### config.mk
export PLATFORM = sky130hd
export DESIGN_NAME = tapsc_top
export DESIGN_NICKNAME = d
export VERILOG_FILES = /design/src/rtl/tapsc_pkg.sv /design/src/rtl/tapsc_top.sv
export SDC_FILE = /design/constraint.sdc
export NUM_CORES = 1
export LEC_CHECK = 0
export BUFFER_PORTS_ARGS = -buffer_cell sky130_fd_sc_hd__buf_2
export CAP_MARGIN = 30
export CELL_PAD_IN_SITES_DETAIL_PLACEMENT = 1
export CELL_PAD_IN_SITES_GLOBAL_PLACEMENT = 1
export CORE_MARGIN = 1.5
export CORE_UTILIZATION = 37
export CTS_CLUSTER_SIZE = 20
export DETAILED_ROUTE_END_ITERATION = 10
export HOLD_SLACK_MARGIN = 0.02
export PLACE_DENSITY = 0.81
export SLEW_MARGIN = 20
export SYNTH_ARGS = -nofsm -noshare
export SYNTH_HDL_FRONTEND = slang
export SYNTH_SLANG_ARGS = --single-unit
### constraint.sdc
create_clock -name clk_sys -period 1.7 [get_ports clk_sys]
set_input_delay 0.51 -clock clk_sys [delete_from_list [all_inputs] [get_ports clk_sys]]
set_output_delay 0.51 -clock clk_sys [all_outputs]
set_load 0.005 [all_outputs]
### src/rtl/tapsc_pkg.sv
// Contract
// clock, mode, data in, compliance in; data out, ready
// sample on tck rise, tdo moves on fall
// sixteen-state machine steered by sampled tms
// five tms-high rises always reach test-logic-reset
// controller held reset while in test-logic-reset
// power-on or compliance low forces reset immediately
// without compliance pin: always enabled, tms reset
// after reset controller owns pins, no client
// client chosen only by opcode while compliance high
// opcodes 10000 to 10100 pick the five clients
// chosen client gets tdi/tms and drives tdo
// update-dr after pause-dr returns pins to controller
// unselected clients kept in run-test/idle
// instruction shifted lsb first, last with tms high
// standard graph, capture/update timing, bypass otherwise
package tapsc_pkg;

  localparam int        IR_W   = 5;
  localparam int        N_AUX  = 5;
  // client-select opcodes
  localparam logic [4:0] OP_PORT_CTRL  = 5'h10; // select_port_ctrl_tap
  localparam logic [4:0] OP_CORE_DBG   = 5'h11; // select_core_debug_tap
  localparam logic [4:0] OP_TIMING     = 5'h12; // select_timing_unit_tap
  localparam logic [4:0] OP_DMA_DBG    = 5'h13; // select_dma_debug_tap
  localparam logic [4:0] OP_AUTOBUS    = 5'h14; // select_autobus_debug_tap
  // instruction register values
  localparam logic [4:0] IR_CAPTURE    = 5'h01; // fixed 01 pattern on capture
  localparam logic [4:0] IR_RESET      = 5'h1F; // bypass after reset
  localparam logic [4:0] SEL_NONE      = 5'h00; // no client owns the pins
  localparam logic [2:0] TMS_RESET_CNT = 3'h5;  // rises to force reset

  // tap controller states
  typedef enum logic [3:0] {
    ST_TLR, ST_RTI, ST_SEL_DR, ST_CAP_DR, ST_SHIFT_DR, ST_EXIT1_DR,
    ST_PAUSE_DR, ST_EXIT2_DR, ST_UPD_DR, ST_SEL_IR, ST_CAP_IR,
    ST_SHIFT_IR, ST_EXIT1_IR, ST_PAUSE_IR, ST_EXIT2_IR, ST_UPD_IR
  } tapsc_state_t;

  // pins sampled together through the synchroniser
  typedef struct packed {
    logic comp;
    logic tck;
    logic tms;
    logic tdi;
  } tapsc_pins_t;

endpackage : tapsc_pkg

### src/rtl/tapsc_top.sv
`timescale 1ns/1ps
module tapsc_top #(
  parameter bit HAS_COMP = 1'b1 // compliance pin present
) (
  input  wire logic       clk_sys,      // 40 MHz system clock
  input  wire logic       reset,        // power-on reset, sync high
  input  wire logic       clk_en,       // low freezes all state
  input  wire logic       tck_pin,      // test clock pin
  input  wire logic       tms_pin,      // test mode select pin
  input  wire logic       tdi_pin,      // test data in pin
  input  wire logic       comp_en_pin,  // compliance_enable pin
  output logic            tdo_pin,      // test data out
  output logic            tdo_oe_n,     // low while tdo is driven
  output logic            dbg_ready,    // high when out of reset
  output logic            ctrl_reset,   // controller held in reset
  output logic [4:0]      aux_sel,      // one-hot client owning pins
  output logic [4:0]      aux_tms,      // tms per client
  output logic            aux_tdi,      // tdi to clients
  output logic            aux_tck_rise, // one-cycle tck rise pulse
  output logic            aux_tck_fall, // one-cycle tck fall pulse
  input  wire logic [4:0] aux_tdo       // client serial outputs
);

  // ----------------------------------------------------------------
  // pin synchroniser
  // ----------------------------------------------------------------
  tapsc_pkg::tapsc_pins_t meta_ff, sync_ff, nxt_meta, nxt_sync;
  logic                   tck_d_ff, nxt_tck_d;

  // tck is sampled like data; edges come from its stage-two copy and that copy delayed once more
  always_comb begin
    nxt_meta  = {comp_en_pin, tck_pin, tms_pin, tdi_pin};
    nxt_sync  = meta_ff;
    nxt_tck_d = sync_ff.tck;
  end

  // reset state has compliance low so no client can sneak in
  always_ff @(posedge clk_sys) begin
    if (reset) begin
      meta_ff  <= '0;
      sync_ff  <= '0;
      tck_d_ff <= 1'b0;
    end else if (clk_en) begin
      meta_ff  <= nxt_meta;
      sync_ff  <= nxt_sync;
      tck_d_ff <= nxt_tck_d;
    end
  end

  logic rise, fall, comp_off, own;
  assign rise     = sync_ff.tck & ~tck_d_ff;
  assign fall     = ~sync_ff.tck & tck_d_ff;
  assign comp_off = HAS_COMP & ~sync_ff.comp;

  // ----------------------------------------------------------------
  // tap state graph
  // ----------------------------------------------------------------
  function automatic tapsc_pkg::tapsc_state_t tap_next(
    input tapsc_pkg::tapsc_state_t s,
    input logic                    tms
  );
    tapsc_pkg::tapsc_state_t n;
    n = s;
    unique case (s)
      tapsc_pkg::ST_TLR:      n = tms ? tapsc_pkg::ST_TLR
                                      : tapsc_pkg::ST_RTI;
      tapsc_pkg::ST_RTI:      n = tms ? tapsc_pkg::ST_SEL_DR
                                      : tapsc_pkg::ST_RTI;
      tapsc_pkg::ST_SEL_DR:   n = tms ? tapsc_pkg::ST_SEL_IR
                                      : tapsc_pkg::ST_CAP_DR;
      tapsc_pkg::ST_CAP_DR:   n = tms ? tapsc_pkg::ST_EXIT1_DR
                                      : tapsc_pkg::ST_SHIFT_DR;
      tapsc_pkg::ST_SHIFT_DR: n = tms ? tapsc_pkg::ST_EXIT1_DR
                                      : tapsc_pkg::ST_SHIFT_DR;
      tapsc_pkg::ST_EXIT1_DR: n = tms ? tapsc_pkg::ST_UPD_DR
                                      : tapsc_pkg::ST_PAUSE_DR;
      tapsc_pkg::ST_PAUSE_DR: n = tms ? tapsc_pkg::ST_EXIT2_DR
                                      : tapsc_pkg::ST_PAUSE_DR;
      tapsc_pkg::ST_EXIT2_DR: n = tms ? tapsc_pkg::ST_UPD_DR
                                      : tapsc_pkg::ST_SHIFT_DR;
      tapsc_pkg::ST_UPD_DR:   n = tms ? tapsc_pkg::ST_SEL_DR
                                      : tapsc_pkg::ST_RTI;
      tapsc_pkg::ST_SEL_IR:   n = tms ? tapsc_pkg::ST_TLR
                                      : tapsc_pkg::ST_CAP_IR;
      tapsc_pkg::ST_CAP_IR:   n = tms ? tapsc_pkg::ST_EXIT1_IR
                                      : tapsc_pkg::ST_SHIFT_IR;
      tapsc_pkg::ST_SHIFT_IR: n = tms ? tapsc_pkg::ST_EXIT1_IR
                                      : tapsc_pkg::ST_SHIFT_IR;
      tapsc_pkg::ST_EXIT1_IR: n = tms ? tapsc_pkg::ST_UPD_IR
                                      : tapsc_pkg::ST_PAUSE_IR;
      tapsc_pkg::ST_PAUSE_IR: n = tms ? tapsc_pkg::ST_EXIT2_IR
                                      : tapsc_pkg::ST_PAUSE_IR;
      tapsc_pkg::ST_EXIT2_IR: n = tms ? tapsc_pkg::ST_UPD_IR
                                      : tapsc_pkg::ST_SHIFT_IR;
      tapsc_pkg::ST_UPD_IR:   n = tms ? tapsc_pkg::ST_SEL_DR
                                      : tapsc_pkg::ST_RTI;
    endcase
    return n;
  endfunction : tap_next

  // opcode to one-hot client; anything else leaves bypass in charge
  function automatic logic [4:0] client_of(input logic [4:0] op);
    logic [4:0] s;
    s = tapsc_pkg::SEL_NONE;
    case (op)
      tapsc_pkg::OP_PORT_CTRL: s = 5'h01;
      tapsc_pkg::OP_CORE_DBG:  s = 5'h02;
      tapsc_pkg::OP_TIMING:    s = 5'h04;
      tapsc_pkg::OP_DMA_DBG:   s = 5'h08;
      tapsc_pkg::OP_AUTOBUS:   s = 5'h10;
      default:                 s = tapsc_pkg::SEL_NONE;
    endcase
    return s;
  endfunction : client_of

  // ----------------------------------------------------------------
  // controller state
  // ----------------------------------------------------------------
  tapsc_pkg::tapsc_state_t state_ff, nxt_state;
  logic [4:0] ir_sr_ff, nxt_ir_sr;  // instruction shift stage
  logic [4:0] ir_ff, nxt_ir;        // current instruction
  logic [4:0] sel_ff, nxt_sel;      // client owning the pins
  logic       byp_ff, nxt_byp;      // one-bit bypass register
  logic       pause_ff, nxt_pause;  // pause-dr seen in this scan
  logic       tdo_ff, nxt_tdo;
  logic       oe_n_ff, nxt_oe_n;
  logic [4:0] atms_ff, nxt_atms;
  logic       atdi_ff, arise_ff, afall_ff, rst_ff, rdy_ff;
  logic       nxt_atdi, nxt_arise, nxt_afall, nxt_rst, nxt_rdy;

  assign own = (sel_ff == tapsc_pkg::SEL_NONE);

  always_comb begin
    nxt_state = state_ff;
    nxt_ir_sr = ir_sr_ff;
    nxt_ir    = ir_ff;
    nxt_sel   = sel_ff;
    nxt_byp   = byp_ff;
    nxt_pause = pause_ff;
    nxt_tdo   = tdo_ff;
    nxt_oe_n  = oe_n_ff;
    // the graph keeps running under a client so the way back is seen
    if (rise) begin
      nxt_state = tap_next(state_ff, sync_ff.tms);
      unique case (state_ff)
        tapsc_pkg::ST_CAP_IR: if (own) begin
          nxt_ir_sr = tapsc_pkg::IR_CAPTURE;
        end
        tapsc_pkg::ST_SHIFT_IR: if (own) begin
          nxt_ir_sr = {sync_ff.tdi, ir_sr_ff[4:1]};
        end
        tapsc_pkg::ST_CAP_DR: begin
          nxt_byp   = 1'b0;
          nxt_pause = 1'b0;
        end
        tapsc_pkg::ST_SHIFT_DR: nxt_byp = sync_ff.tdi;
        default: ;
      endcase
    end
    if (state_ff == tapsc_pkg::ST_PAUSE_DR) begin
      nxt_pause = 1'b1;
    end
    // updates on the falling edge, as the standard has it
    if (fall) begin
      if (own && state_ff == tapsc_pkg::ST_UPD_IR) begin
        nxt_ir  = ir_sr_ff;
        nxt_sel = client_of(ir_sr_ff);
      end
      if (!own && state_ff == tapsc_pkg::ST_UPD_DR && pause_ff) begin
        nxt_sel = tapsc_pkg::SEL_NONE;
        nxt_ir  = tapsc_pkg::IR_RESET;
      end
      if (own) begin
        nxt_tdo  = (state_ff == tapsc_pkg::ST_SHIFT_IR) ? ir_sr_ff[0]
                                                        : byp_ff;
        nxt_oe_n = !(state_ff == tapsc_pkg::ST_SHIFT_IR ||
                     state_ff == tapsc_pkg::ST_SHIFT_DR);
      end else begin
        nxt_tdo  = |(aux_tdo & sel_ff);
        nxt_oe_n = 1'b0;
      end
    end
    if (state_ff == tapsc_pkg::ST_TLR) begin
      nxt_ir  = tapsc_pkg::IR_RESET;
      nxt_sel = tapsc_pkg::SEL_NONE;
    end
    // no tck edge needed: compliance low wins over state, instruction, selection and output enable
    if (comp_off) begin
      nxt_state = tapsc_pkg::ST_TLR;
      nxt_ir    = tapsc_pkg::IR_RESET;
      nxt_sel   = tapsc_pkg::SEL_NONE;
      nxt_oe_n  = 1'b1;
    end
    // idle clients see tms low and so stay in run-test/idle
    nxt_atms = nxt_sel & {5{sync_ff.tms}};
    // pass-through copies, registered with the rest to stay aligned
    nxt_atdi  = sync_ff.tdi;
    nxt_arise = rise;
    nxt_afall = fall;
    nxt_rst   = (nxt_state == tapsc_pkg::ST_TLR);
    nxt_rdy   = (nxt_state != tapsc_pkg::ST_TLR);
  end

  // all outputs are registered together so clients see them aligned
  always_ff @(posedge clk_sys) begin
    if (reset) begin
      state_ff <= tapsc_pkg::ST_TLR;
      ir_sr_ff <= tapsc_pkg::IR_RESET;
      ir_ff    <= tapsc_pkg::IR_RESET;
      sel_ff   <= tapsc_pkg::SEL_NONE;
      byp_ff   <= 1'b0;
      pause_ff <= 1'b0;
      tdo_ff   <= 1'b0;
      oe_n_ff  <= 1'b1;
      atms_ff  <= 5'h00;
      atdi_ff  <= 1'b0;
      arise_ff <= 1'b0;
      afall_ff <= 1'b0;
      rst_ff   <= 1'b1;
      rdy_ff   <= 1'b0;
    end else if (clk_en) begin
      state_ff <= nxt_state;
      ir_sr_ff <= nxt_ir_sr;
      ir_ff    <= nxt_ir;
      sel_ff   <= nxt_sel;
      byp_ff   <= nxt_byp;
      pause_ff <= nxt_pause;
      tdo_ff   <= nxt_tdo;
      oe_n_ff  <= nxt_oe_n;
      atms_ff  <= nxt_atms;
      atdi_ff  <= nxt_atdi;
      arise_ff <= nxt_arise;
      afall_ff <= nxt_afall;
      rst_ff   <= nxt_rst;
      rdy_ff   <= nxt_rdy;
    end
  end

  assign tdo_pin      = tdo_ff;
  assign tdo_oe_n     = oe_n_ff;
  assign dbg_ready    = rdy_ff;
  assign ctrl_reset   = rst_ff;
  assign aux_sel      = sel_ff;
  assign aux_tms      = atms_ff;
  assign aux_tdi      = atdi_ff;
  assign aux_tck_rise = arise_ff;
  assign aux_tck_fall = afall_ff;

  // ----------------------------------------------------------------
  // checks
  // ----------------------------------------------------------------
  logic [2:0] hi_cnt_ff; // consecutive tms-high rises, saturating
  always_ff @(posedge clk_sys) begin
    if (reset) begin
      hi_cnt_ff <= 3'h0;
    end else if (clk_en && rise) begin
      hi_cnt_ff <= !sync_ff.tms ? 3'h0
                 : (hi_cnt_ff == tapsc_pkg::TMS_RESET_CNT) ? hi_cnt_ff
                 : hi_cnt_ff + 3'h1;
    end
  end
endmodule : tapsc_top

==> Yosys cells after proc, flatten, opt, wreduce, memory -nomap -nowiden <==
Cells that the tools add are included.
{ "word_totals": {"register_bits": 37, "latch_bits": 0, "mem_bits_rw": 0, "rom_bits": 0, "out_inout_bits": 17, "elab_cells": 107, "memories": 0} }
{ "classes": {"addsub": 0, "mul": 0, "div": 0, "order_cmp": 0, "eq_ne": 23, "n_shift": 0, "muxes": 33, "bitwise": 6, "reduce_logical": 23} }
{ "op_table": {"columns": ["op", "n"], "rows": [
  ["$pmux 4 s12", 1],
  ["$mux 5", 7],
  ["$eq 4x4->1 const B", 8],
  ["$eq 5x5->1 const B", 5],
  ["$pmux 5 s5", 1],
  ["$mux 4", 6],
  ["$eq 4x3->1 const B", 4],
  ["$mux 1", 11],
  ["$and 5x5->5", 2],
  ["$pmux 5 s2", 1],
  ["$eq 4x2->1 const B", 2],
  ["$logic_not 4->1", 2],
  ["$reduce_bool 2->1", 4],
  ["$mux 2", 3],
  ["$mux 3", 2],
  ["$reduce_and 3->1", 2],
  ["$logic_not 5->1", 1],
  ["$reduce_and 5->1", 1],
  ["$reduce_or 5->1", 1],
  ["$eq 4x1->1 const B", 1],
  ["$ne 2x2->1 const B", 2],
  ["$reduce_and 2->1", 2],
  ["$reduce_bool 4->1", 1],
  ["$reduce_or 2->1", 2],
  ["other kinds (8)", 13]
]} }

==> Longest topological paths before layout <==
Gate-level depths: netlist of run 1.
{ "logic_depth": {"depth_word": 9, "depth_mapped": 7} }

==> Least setup slack after synthesis of run 1 <==
No wires, ideal clock.
{ "synth_path": {"path_kind": "register -> register", "start": "reg state_ff[2]", "end": "reg atms_ff[2], in the netlist aux_tms[2]", "arrival_ps": 1642, "setup_slack_ps": -28, "path_stages_with_launch": 6, "n_path_buf": 1, "period_less_slack_ps": 1728, "path_cell_list": "dfxtp_1 buf_4 nand3_2 or4_1 or4_4 a221oi_2"} }
{ "synth_between": {"elab_chain_len": 8} }
{ "synth_rtl": {"columns": ["item", "line_no", "rtl"], "rows": [
  ["start, declared", "tapsc_top.sv:119", "tapsc_pkg::tapsc_state_t state_ff, nxt_state;"],
  ["start signal, assigned", "tapsc_top.sv:207", "state_ff <= tapsc_pkg::ST_TLR;"],
  ["start signal, assigned", "tapsc_top.sv:222", "state_ff <= nxt_state;"],
  ["$eq 4x4->1 (on tied branches)", "tapsc_top.sv:165, tapsc_top.sv:169", null],
  ["$logic_and 1x1->1 (on tied branches)", "tapsc_top.sv:165, tapsc_top.sv:169", null],
  ["$mux 5 or $logic_and 1x1->1 (tied branches)", "tapsc_top.sv:165, tapsc_top.sv:169", null],
  ["$mux 5", "tapsc_top.sv:169", "if (!own && state_ff == tapsc_pkg::ST_UPD_DR && pause_ff) begin"],
  ["$mux 5", "tapsc_top.sv:164", "if (fall) begin"],
  ["$mux 5 (*)", "tapsc_top.sv:183", "if (state_ff == tapsc_pkg::ST_TLR) begin"],
  ["$mux 5 (*)", "tapsc_top.sv:188", "if (comp_off) begin"],
  ["$and 5x5->5 (*)", "tapsc_top.sv:195", "nxt_atms = nxt_sel & {5{sync_ff.tms}};"],
  ["end signal, assigned", "tapsc_top.sv:230", "atms_ff <= nxt_atms;"],
  ["end, declared", "tapsc_top.sv:127", "logic [4:0] atms_ff, nxt_atms;"]
]} }
Every way passes the cells marked *; elsewhere a longest branch is shown, timed or not.
A chain may end at the register's enable or synchronous reset.

==> Worst setup path in the final report of run 1 <==
Ends and elaborated chain as after synthesis.

==> results of run 1 <==
[per-layer routing]
| layer | global-route usage | vias up |
|---|---|---|
| met1 | 0.291 | 1003 |
| met4 | 0.0788 | 0 |
| met2 | 0.452 | 64 |
| met5 | 0 | - |
| li1 | - | 961 |
| met3 | 0.0528 | 10 |
[through the flow]
step	worst slack, ps	util	power, mW	cell area [um^2]	std cells
floorplan	-19.9	-	0.971	1910	233
global placement	-24.5	0.494	1.02	2380	353
detailed placement	-94.0	0.494	1.03	2380	353
CTS	3.02	0.525	1.73	2530	361
global route	-85.1	0.533	1.79	2570	361
finish	1.62	0.533	1.72	2570	361
[tightest hold or removal path, stage by stage, from the launching register on]
cell	delay, ps
dfxtp_1	330
nand2_1	50
o31ai_1	50
[cells in the final DEF (no fill, tap or decap), types with 2 or more instances in the layout]
cell,synthesis,routed
dfxtp_4,0,2
inv_1,5,5
a211o_1,5,5
buf_4,1,41
clkbuf_8,0,7
nor3_2,0,2
nor2_1,33,32
o31ai_1,6,6
a22oi_1,2,2
nor3_1,5,3
a21oi_1,14,13
dfxtp_1,37,31
buf_2,2,28
o21bai_1,2,2
mux2i_1,11,11
nand2b_1,6,6
a222oi_1,2,2
nand3_2,1,2
dfxtp_2,0,4
nand2_1,25,25
o211ai_1,4,4
or4_1,2,2
o21ai_0,7,7
and2_1,3,3
nand3_1,6,5
nand4_1,4,4
nor2b_1,7,6
[layout make-up]
type	instances	share of cell area
clock inverters	1	0.00341
repair buffers	71	0.187
inverters	5	0.00731
multi-input cells	173	0.439
flip-flops and latches	37	0.293
clock buffers	7	0.0375
well taps	67	0.0326
[flip-flops by register name, indices dropped and copies added (netlist names), 2 cells and up]
register and flops:
sync_ff 2, aux_tms 5, meta_ff 4, aux_sel 5, state_ff 4, ir_sr_ff 5
[final timing paths]
check	from	endpoint	slack (ps)	cells after the start
max reg2reg	state_ff[2]	aux_tms[2]	2	4
min	aux_tms[0]	aux_tms[0]	450	2
max	state_ff[2]	aux_tms[2]	2	4
min reg2reg	aux_tms[0]	aux_tms[0]	450	2
[cells in the mapped netlist, types with 2 or more instances]
library cell,instances
and2_1,3
nand3_1,6
nor2_1,33
a211o_1,5
o21bai_1,2
nand2b_1,6
clkbuf_1,11
a21oi_1,14
nor4bb_1,2
nand2_1,25
o31ai_1,6
a222oi_1,2
buf_1,4
dfxtp_1,37
o211ai_1,4
nand4_1,4
mux2i_1,11
nor2b_1,7
nor3_1,5
o21ai_0,7
a211oi_1,2
buf_2,2
a22oi_1,2
or4_1,2
inv_1,5
[where the power goes]
part	internal [mW]	total, mW	switching [mW]
combinational	0.0567	0.124	0.0675
clock	0.375	0.711	0.337
sequential	0.876	0.888	0.0115
[logic make-up (layout without fill, tap and decap cells)]
family          after synthesis  in the layout  share of synthesized area
compound gates               57             57                      0.220
xor+xnor                      1              1                    0.00462
buf+inv                      23             84                     0.0488
flops                        37             37                      0.391
mux                          11             11                     0.0581
simple gates                104            104                      0.277
[timing repair]
action | 4_1_cts | 5_1_grt
gates resized for setup | 13 | 9
gates cloned | 0 | 0
pin swaps | 0 | 3
endpoints found under the setup margin | 17 | 13
==> results.toml, run 1 <==
[critical_path]
endpoint_kind = "flip-flop"
critPathLaunchType = "flip-flop"
critPathKind = "flip-flop to flip-flop"
crit_required_ps = 1920
slowest_stage = "or4_4"
path_cells = "nand3_2 -> or4_1 -> or4_4 -> a221oi_2"
arrival_ps = 1920
crit_family = "simple AND/OR/NAND/NOR gates"
critPathMaxStageDelay_ps = 450
cp_max_fo = 6
cp_num_buf_inv = 0

[worst_hold_path]
hold_class = "flip-flop to flip-flop"

[drt]
routed_wl_um = 6420
ant_nets = 0
via_per_inst = 5.65
wl_per_cell_um = 17.8
route.layer.met1.wl_um = 2730
top_layer = "met4"
drtPass1Iterations = 4
drc = 0
vias = 2038
route.met3.wl_um = 266
wl_met2_um = 3340
drtIter0Drc = 156

[floorplan]
fp.coreArea_mm2 = 0.00482
die_area_mm2 = 0.00556
die_w_um = 74.6
die_h_um = 74.6
start_util = 0.394
row_count = 25
ios = 29

[synthesis]
synth-seq-cells = 37
yosys.area.top_type_share = 0.391
syn-instance-count = 233
syn_area_per_cell_um2 = 8.14
synth-edff-count = 0
syn_nets = 245
async_flop_share = 0
netlist_area_mm2 = 0.00190
synthTopCellsByArea = "dfxtp_1 39%, nor2_1 6.5%, mux2i_1 5.8%"
yosysSeqAreaShare = 0.391
synth.distinct_cells = 51
ys.flop_type = "dfxtp_1"
yosys_warnings = 0
yosys.area.top_type = "dfxtp_1"

[placed_design]
numPortBuffers = 28
place_congestion = 0.871
hpwlAfterDp_um = 4520

[global_route]
grt_pass1_wl_um = 10300
antenna_found_initial = 0
grt_overflow_total = 0
grt_pass1_vias = 2101
grt_start_max_net_pins = 25
grt_usage = 0.249

[power]
p_leak_nw = 1.03
ir_drop_mv = 0.472
p_per_area_mw_per_mm2 = 671

[clock_tree]
clock-sinks = 37
cts-hold-fix-buffers = 0
htreeDepth = 2
numCtsBuffers = 5
clock_latency_ps = 300
cts-root-buf = "clkbuf_8"
clkTransAtPathRegs_ps = 80
cts_setup_buffers = 0
cts_tree = "built"
max-clock-path-buffers = 2

[sta]
min_period_ps = 1700
fin_setup_tns_ps = 0
fin_skew_ps = 10.4
whs_ps = 450
timing.fmax_ghz = 0.589
fin_crit_sh = 0.999
report.final.setup_viol = 0
finalHoldViolations = 0
tightestPinTransition_ps = 403
slew_headroom = 0.731
rsz0062_at_grt = "true"
report.final.slew_viol_count = 0

[cells_and_area]
syn_to_final_growth_pct = 35.5
antennaDiodeCount = 0
nets = 305
seq_area_um2 = 753
multiInputGateArea_mm2 = 0.00113
drive_gt1_frac = 0.344
fillers = 603

[status]
status = "complete, no violations"

[flow_run]
maxCapViolations = 0
Note: power is estimated with default switching activity, not from simulation.
==> run 2: changes to the inputs <==
Settings changed: CORE_ASPECT_RATIO set to 1.4.
==> run 2 against run 1 <==
Net effect:
- critical path depth rose by 3
- global-route usage shrank 2.2 points
- design area increased by 7.0%
- flip-flop and latch count did not move
- die area is 0.11% higher
- largest power group unchanged
- non-clock buffer count increased by 12
- critical endpoint is now state_ff[1]
- routed wire length up 3.8%
- sequential power fell by 0.5%
- worst setup slack lost 38 ps
- the flow now finishes with violations (setup timing)
==> results.toml, run 2 (same netlist as run 1, synthesis figures left out) <==
[critical_path]
crit_required_ps = 1870
timing.rr.start = "state_ff[1]"
rrSetupSlack_ps = -40
arrival_ps = 1900
critPathLaunchType = "flip-flop"
rr_worst_depth = 7
cp_max_fo = 8
endpoint_kind = "flip-flop"
r2r_end = "state_ff[1]"
critPathKind = "flip-flop to flip-flop"

[sta]
report.final.setup_viol = 2
whs_ps = 447
finalHoldViolations = 0
slew_headroom = 0.711
timing.fmax_ghz = 0.576
fin_setup_tns_ps = -39.5
tightestPinTransition_ps = 433
fin_skew_ps = 8.79
report.final.slew_viol_count = 0
rsz0062_at_grt = "true"
fin_crit_sh = 1.02
min_period_ps = 1740
postLayoutSetupSlackWorst_ps = -36.9

[power]
p_per_area_mw_per_mm2 = 661
p_leak_nw = 1.11
ir_drop_mv = 0.390
p_int_mw = 1.41
swShare = 0.225
p_total_mw = 1.82
p_comb_frac = 0.069
pwr-share-clk = 0.444
switchingPower_uw = 409
power_frac_seq = 0.487

[cells_and_area]
multiInputGateArea_mm2 = 0.00118
fillers = 615
seq_area_um2 = 759
layout_commonest_cell = "buf_4"
final_util = 0.563
drive_gt1_frac = 0.408
nets = 317
syn_to_final_growth_pct = 45.0
stdcell_area_mm2 = 0.00275
antennaDiodeCount = 0
instances_no_fill = 370
final_cell_mix = "50 x buf_4, 30 x nor2_1, 30 x dfxtp_1"

[global_route]
antenna_found_initial = 0
grt_usage = 0.227
grt_pass1_wl_um = 9830
grt_pass1_vias = 2087
grt_start_max_net_pins = 31
grt_overflow_total = 0

[floorplan]
die_h_um = 87.7
die_area_mm2 = 0.00557
row_count = 30
die_w_um = 63.5
start_util = 0.388
fp.coreArea_mm2 = 0.00488
ios = 29

[worst_hold_path]
holdPathEnd = "meta_ff[1]"
hold_class = "input port to flip-flop"
min_path_cells = 3
hold_path_startpoint = "tms_pin"

[placed_design]
hpwlAfterDp_um = 4430
place_congestion = 0.886
dpl_cell_area_mm2 = 0.00243
numPortBuffers = 28
dp_slack_ps = -109
dp_cells = 356

[drt]
ant_nets = 0
drtPass1Iterations = 4
wl_per_cell_um = 18.0
wl_met2_um = 3810
via_per_inst = 5.70
route.layer.met1.wl_um = 2440
drtIter0Drc = 92
routed_wl_um = 6670
vias = 2109
top_layer = "met4"
drc = 0
route.met3.wl_um = 190

[status]
violations = "setup timing"
status = "finished with violations"

[clock_tree]
clock-sinks = 37
cts-root-buf = "clkbuf_8"
cts_tree = "built"
clkTransAtPathRegs_ps = 70
clock_latency_ps = 300
numCtsBuffers = 5
htreeDepth = 2
max-clock-path-buffers = 2

[flow_run]
maxCapViolations = 0
==> run 2: cell count changes in the layout (fill, tap and decap cells not counted), moves of 2 or more <==
cell,change
dfxtp_4,+2
nor2_1,-2
nand2_2,+2
buf_4,+9
nand2b_1,-2
nand2_1,-2
nor2_2,+2
nand2b_4,+2
==> run 2: power groups by stage <==
| stage | combinational (mW) | clock, mW | sequential, mW |
|---|---|---|---|
| floorplan | 0.0650 | 0 | 0.906 |
| global placement | 0.117 | 0 | 0.908 |
| detailed placement | 0.119 | 0 | 0.909 |
| CTS | 0.120 | 0.816 | 0.889 |
| global route | 0.136 | 0.854 | 0.885 |
| finish | 0.126 | 0.807 | 0.884 |
==> run 2: critical path: stages, from the launching register on <==
cell	delay, ps
dfxtp_4	370
buf_6	140
nor2b_4	120
a222oi_1	420
o22ai_2	170
buf_4	160
mux2i_1	140
nor2_1	90
==> run 2: layer usage <==
layer  track usage  vias to the layer above
met1         0.233                     1054
met5             0                        -
met4         0.113                        0
li1              -                      981
met3        0.0347                       20
met2         0.441                       54
==> run 2: layout make-up <==
class | instances | area share
clock buffer | 6 | 0.0300
clock inverter | 2 | 0.0137
inverter | 5 | 0.00683
multi-input combinational | 173 | 0.428
sequential | 37 | 0.276
tap | 64 | 0.0291
timing repair buffer | 83 | 0.216
==> run 2: worst max-delay path by stage <==
stage                            from           to  slack (ps)  cells past startpoint
final                     state_ff[1]  state_ff[1]         -40                      7
after global routing      state_ff[1]  state_ff[1]        -140                      7
after CTS                    tck_d_ff   aux_tms[2]         0.5                      4
after detailed placement  state_ff[1]   aux_tms[3]        -110                      6
after global placement       tck_d_ff   aux_tms[2]         -50                      4
after floorplan           state_ff[0]   aux_tms[2]         -20                      5
==> run 2: repair_timing <==
item / in CTS / in global routing
resized for setup: 10 / 31
pin swaps: 0 / 3
endpoints found under the setup margin: 16 / 14
hold buffers: 0 / 0
buffers inserted: 0 / 6
==> run 3: changes to the inputs <==
Settings changed: CORE_ASPECT_RATIO 1.4 to 0.75, PLACE_DENSITY 0.81 to unset, PLACE_DENSITY_LB_ADDON set to 0.05.
Clock period 1.7 ns to 1.5 ns, I/O delays scaled along.
==> run 3 against run 2 <==
Net effect:
- the flow finishes with violations (DRC, setup timing)
- global-route usage increased by 3.3 points
- combinational power up 19%
- routed wire length increased by 3.8%
- die area about the same
- sequential share of layout area down 1.8 points
- fmax is 1.4% higher
- critical path depth down 3
- design area increased by 6.4%
- first-iteration DRC count up 48%
- worst setup slack got worse by 180 ps
==> results.toml, run 3 (same netlist as run 1, synthesis figures left out) <==
[power]
p_per_area_mw_per_mm2 = 698
p_leak_nw = 1.21
ir_drop_mv = 0.534
p_total_mw = 2.04

[sta]
report.final.slew_viol_count = 0
min_period_ps = 1710
timing.fmax_ghz = 0.584
postLayoutSetupSlackWorst_ps = -213
rsz0062_at_grt = "true"
finalHoldViolations = 0
fin_crit_sh = 1.14
fin_setup_tns_ps = -1920
report.final.setup_viol = 20
tightestPinTransition_ps = 438
whs_ps = 379
slew_headroom = 0.708
fin_skew_ps = 7.93

[cells_and_area]
final_cell_mix = "55 x buf_4, 28 x dfxtp_1, 28 x buf_2"
final_util = 0.597
layout_commonest_cell = "buf_4"
nets = 326
antennaDiodeCount = 0
stdcell_area_mm2 = 0.00292
syn_to_final_growth_pct = 54.3
instances_no_fill = 375
drive_gt1_frac = 0.492
fillers = 583

[critical_path]
cp_max_fo = 3
crit_required_ps = 1700
critPathKind = "flip-flop to flip-flop"
critPathLaunchType = "flip-flop"
arrival_ps = 1920
endpoint_kind = "flip-flop"

[clock_tree]
cts-hold-fix-buffers = 0
clock-sinks = 37
max-clock-path-buffers = 2
numCtsBuffers = 5
htreeDepth = 2
cts_tree = "built"
clock_latency_ps = 300
clkTransAtPathRegs_ps = 80
cts-root-buf = "clkbuf_8"

[global_route]
grt_pass1_wl_um = 11000
antenna_found_initial = 0
grt_overflow_total = 0
grt_pass1_vias = 2059
grt_start_max_net_pins = 30
grt_usage = 0.259

[drt]
routed_wl_um = 6920
vias = 2050
top_layer = "met4"
drtIter0Drc = 136
route.layer.met1.wl_um = 3540
wl_met2_um = 3120
wl_per_cell_um = 18.4
ant_nets = 0
route.met3.wl_um = 178
via_per_inst = 5.47
drtPass1Iterations = 7
drc = 1

[floorplan]
start_util = 0.387
die_w_um = 85.7
ios = 29
row_count = 22
die_h_um = 65.0
die_area_mm2 = 0.00557
fp.coreArea_mm2 = 0.00490

[placed_design]
dp_slack_ps = -232
dp_cells = 358
place_congestion = 0.817
numPortBuffers = 28
hpwlAfterDp_um = 4630
dpl_cell_area_mm2 = 0.00252

[status]
violations = "DRC, setup timing"
status = "finished with violations"

[flow_run]
maxCapViolations = 0

[worst_hold_path]
hold_class = "input port to flip-flop"
==> run 3: changes by cell type in the layout (fill, tap and decap cells not counted), sizes merged <==
cell | previous run | this run
clkinv | 0 | 1
clkinvlp | 1 | 0
buf | 83 | 92
==> run 3: worst max-delay path, stage by stage, from the launching register on <==
cell     delay [ps]
dfxtp_2         350
nand2_2          60
or4_4           510
or4_4           470
o32ai_2         220
==> run 3: per-layer routing <==
metal | vias to the layer above | track usage
met5 | - | 0
met1 | 1000 | 0.381
met4 | 0 | 0.0605
met3 | 10 | 0.0420
li1 | 1007 | -
met2 | 33 | 0.396
==> run 3: power breakdown <==
| part | switching, mW | internal [mW] |
|---|---|---|
| Sequential | 0.0121 | 0.994 |
| Clock | 0.384 | 0.499 |
| Combinational | 0.0805 | 0.0700 |
| Total | 0.476 | 1.56 |
==> run 3: final cells by class <==
type,instances,area (um^2),share of cell area
inverters,5,18.8,0.00642
well taps,60,75.1,0.0257
multi-input cells,173,1290,0.441
repair buffers,92,676,0.231
flip-flops and latches,37,754,0.258
clock buffers,6,72.6,0.0248
clock inverters,2,38.8,0.0133
==> run 3: timing repair <==
item,in CTS,in global routing
setup buffers,9,1
gates resized for setup,38,21
pin swaps,20,14
setup endpoints to repair,22,24
==> run 3: worst paths after layout <==
kind                             startpoint    endpoint  slack [ps]  cells after the start
worst min register to register   aux_tms[4]  aux_tms[4]         460                      2
worst max register to register  state_ff[0]  aux_sel[2]        -210                      4
worst min-delay path                tdi_pin  meta_ff[0]         380                      3
worst max-delay path            state_ff[0]  aux_sel[2]        -210                      4
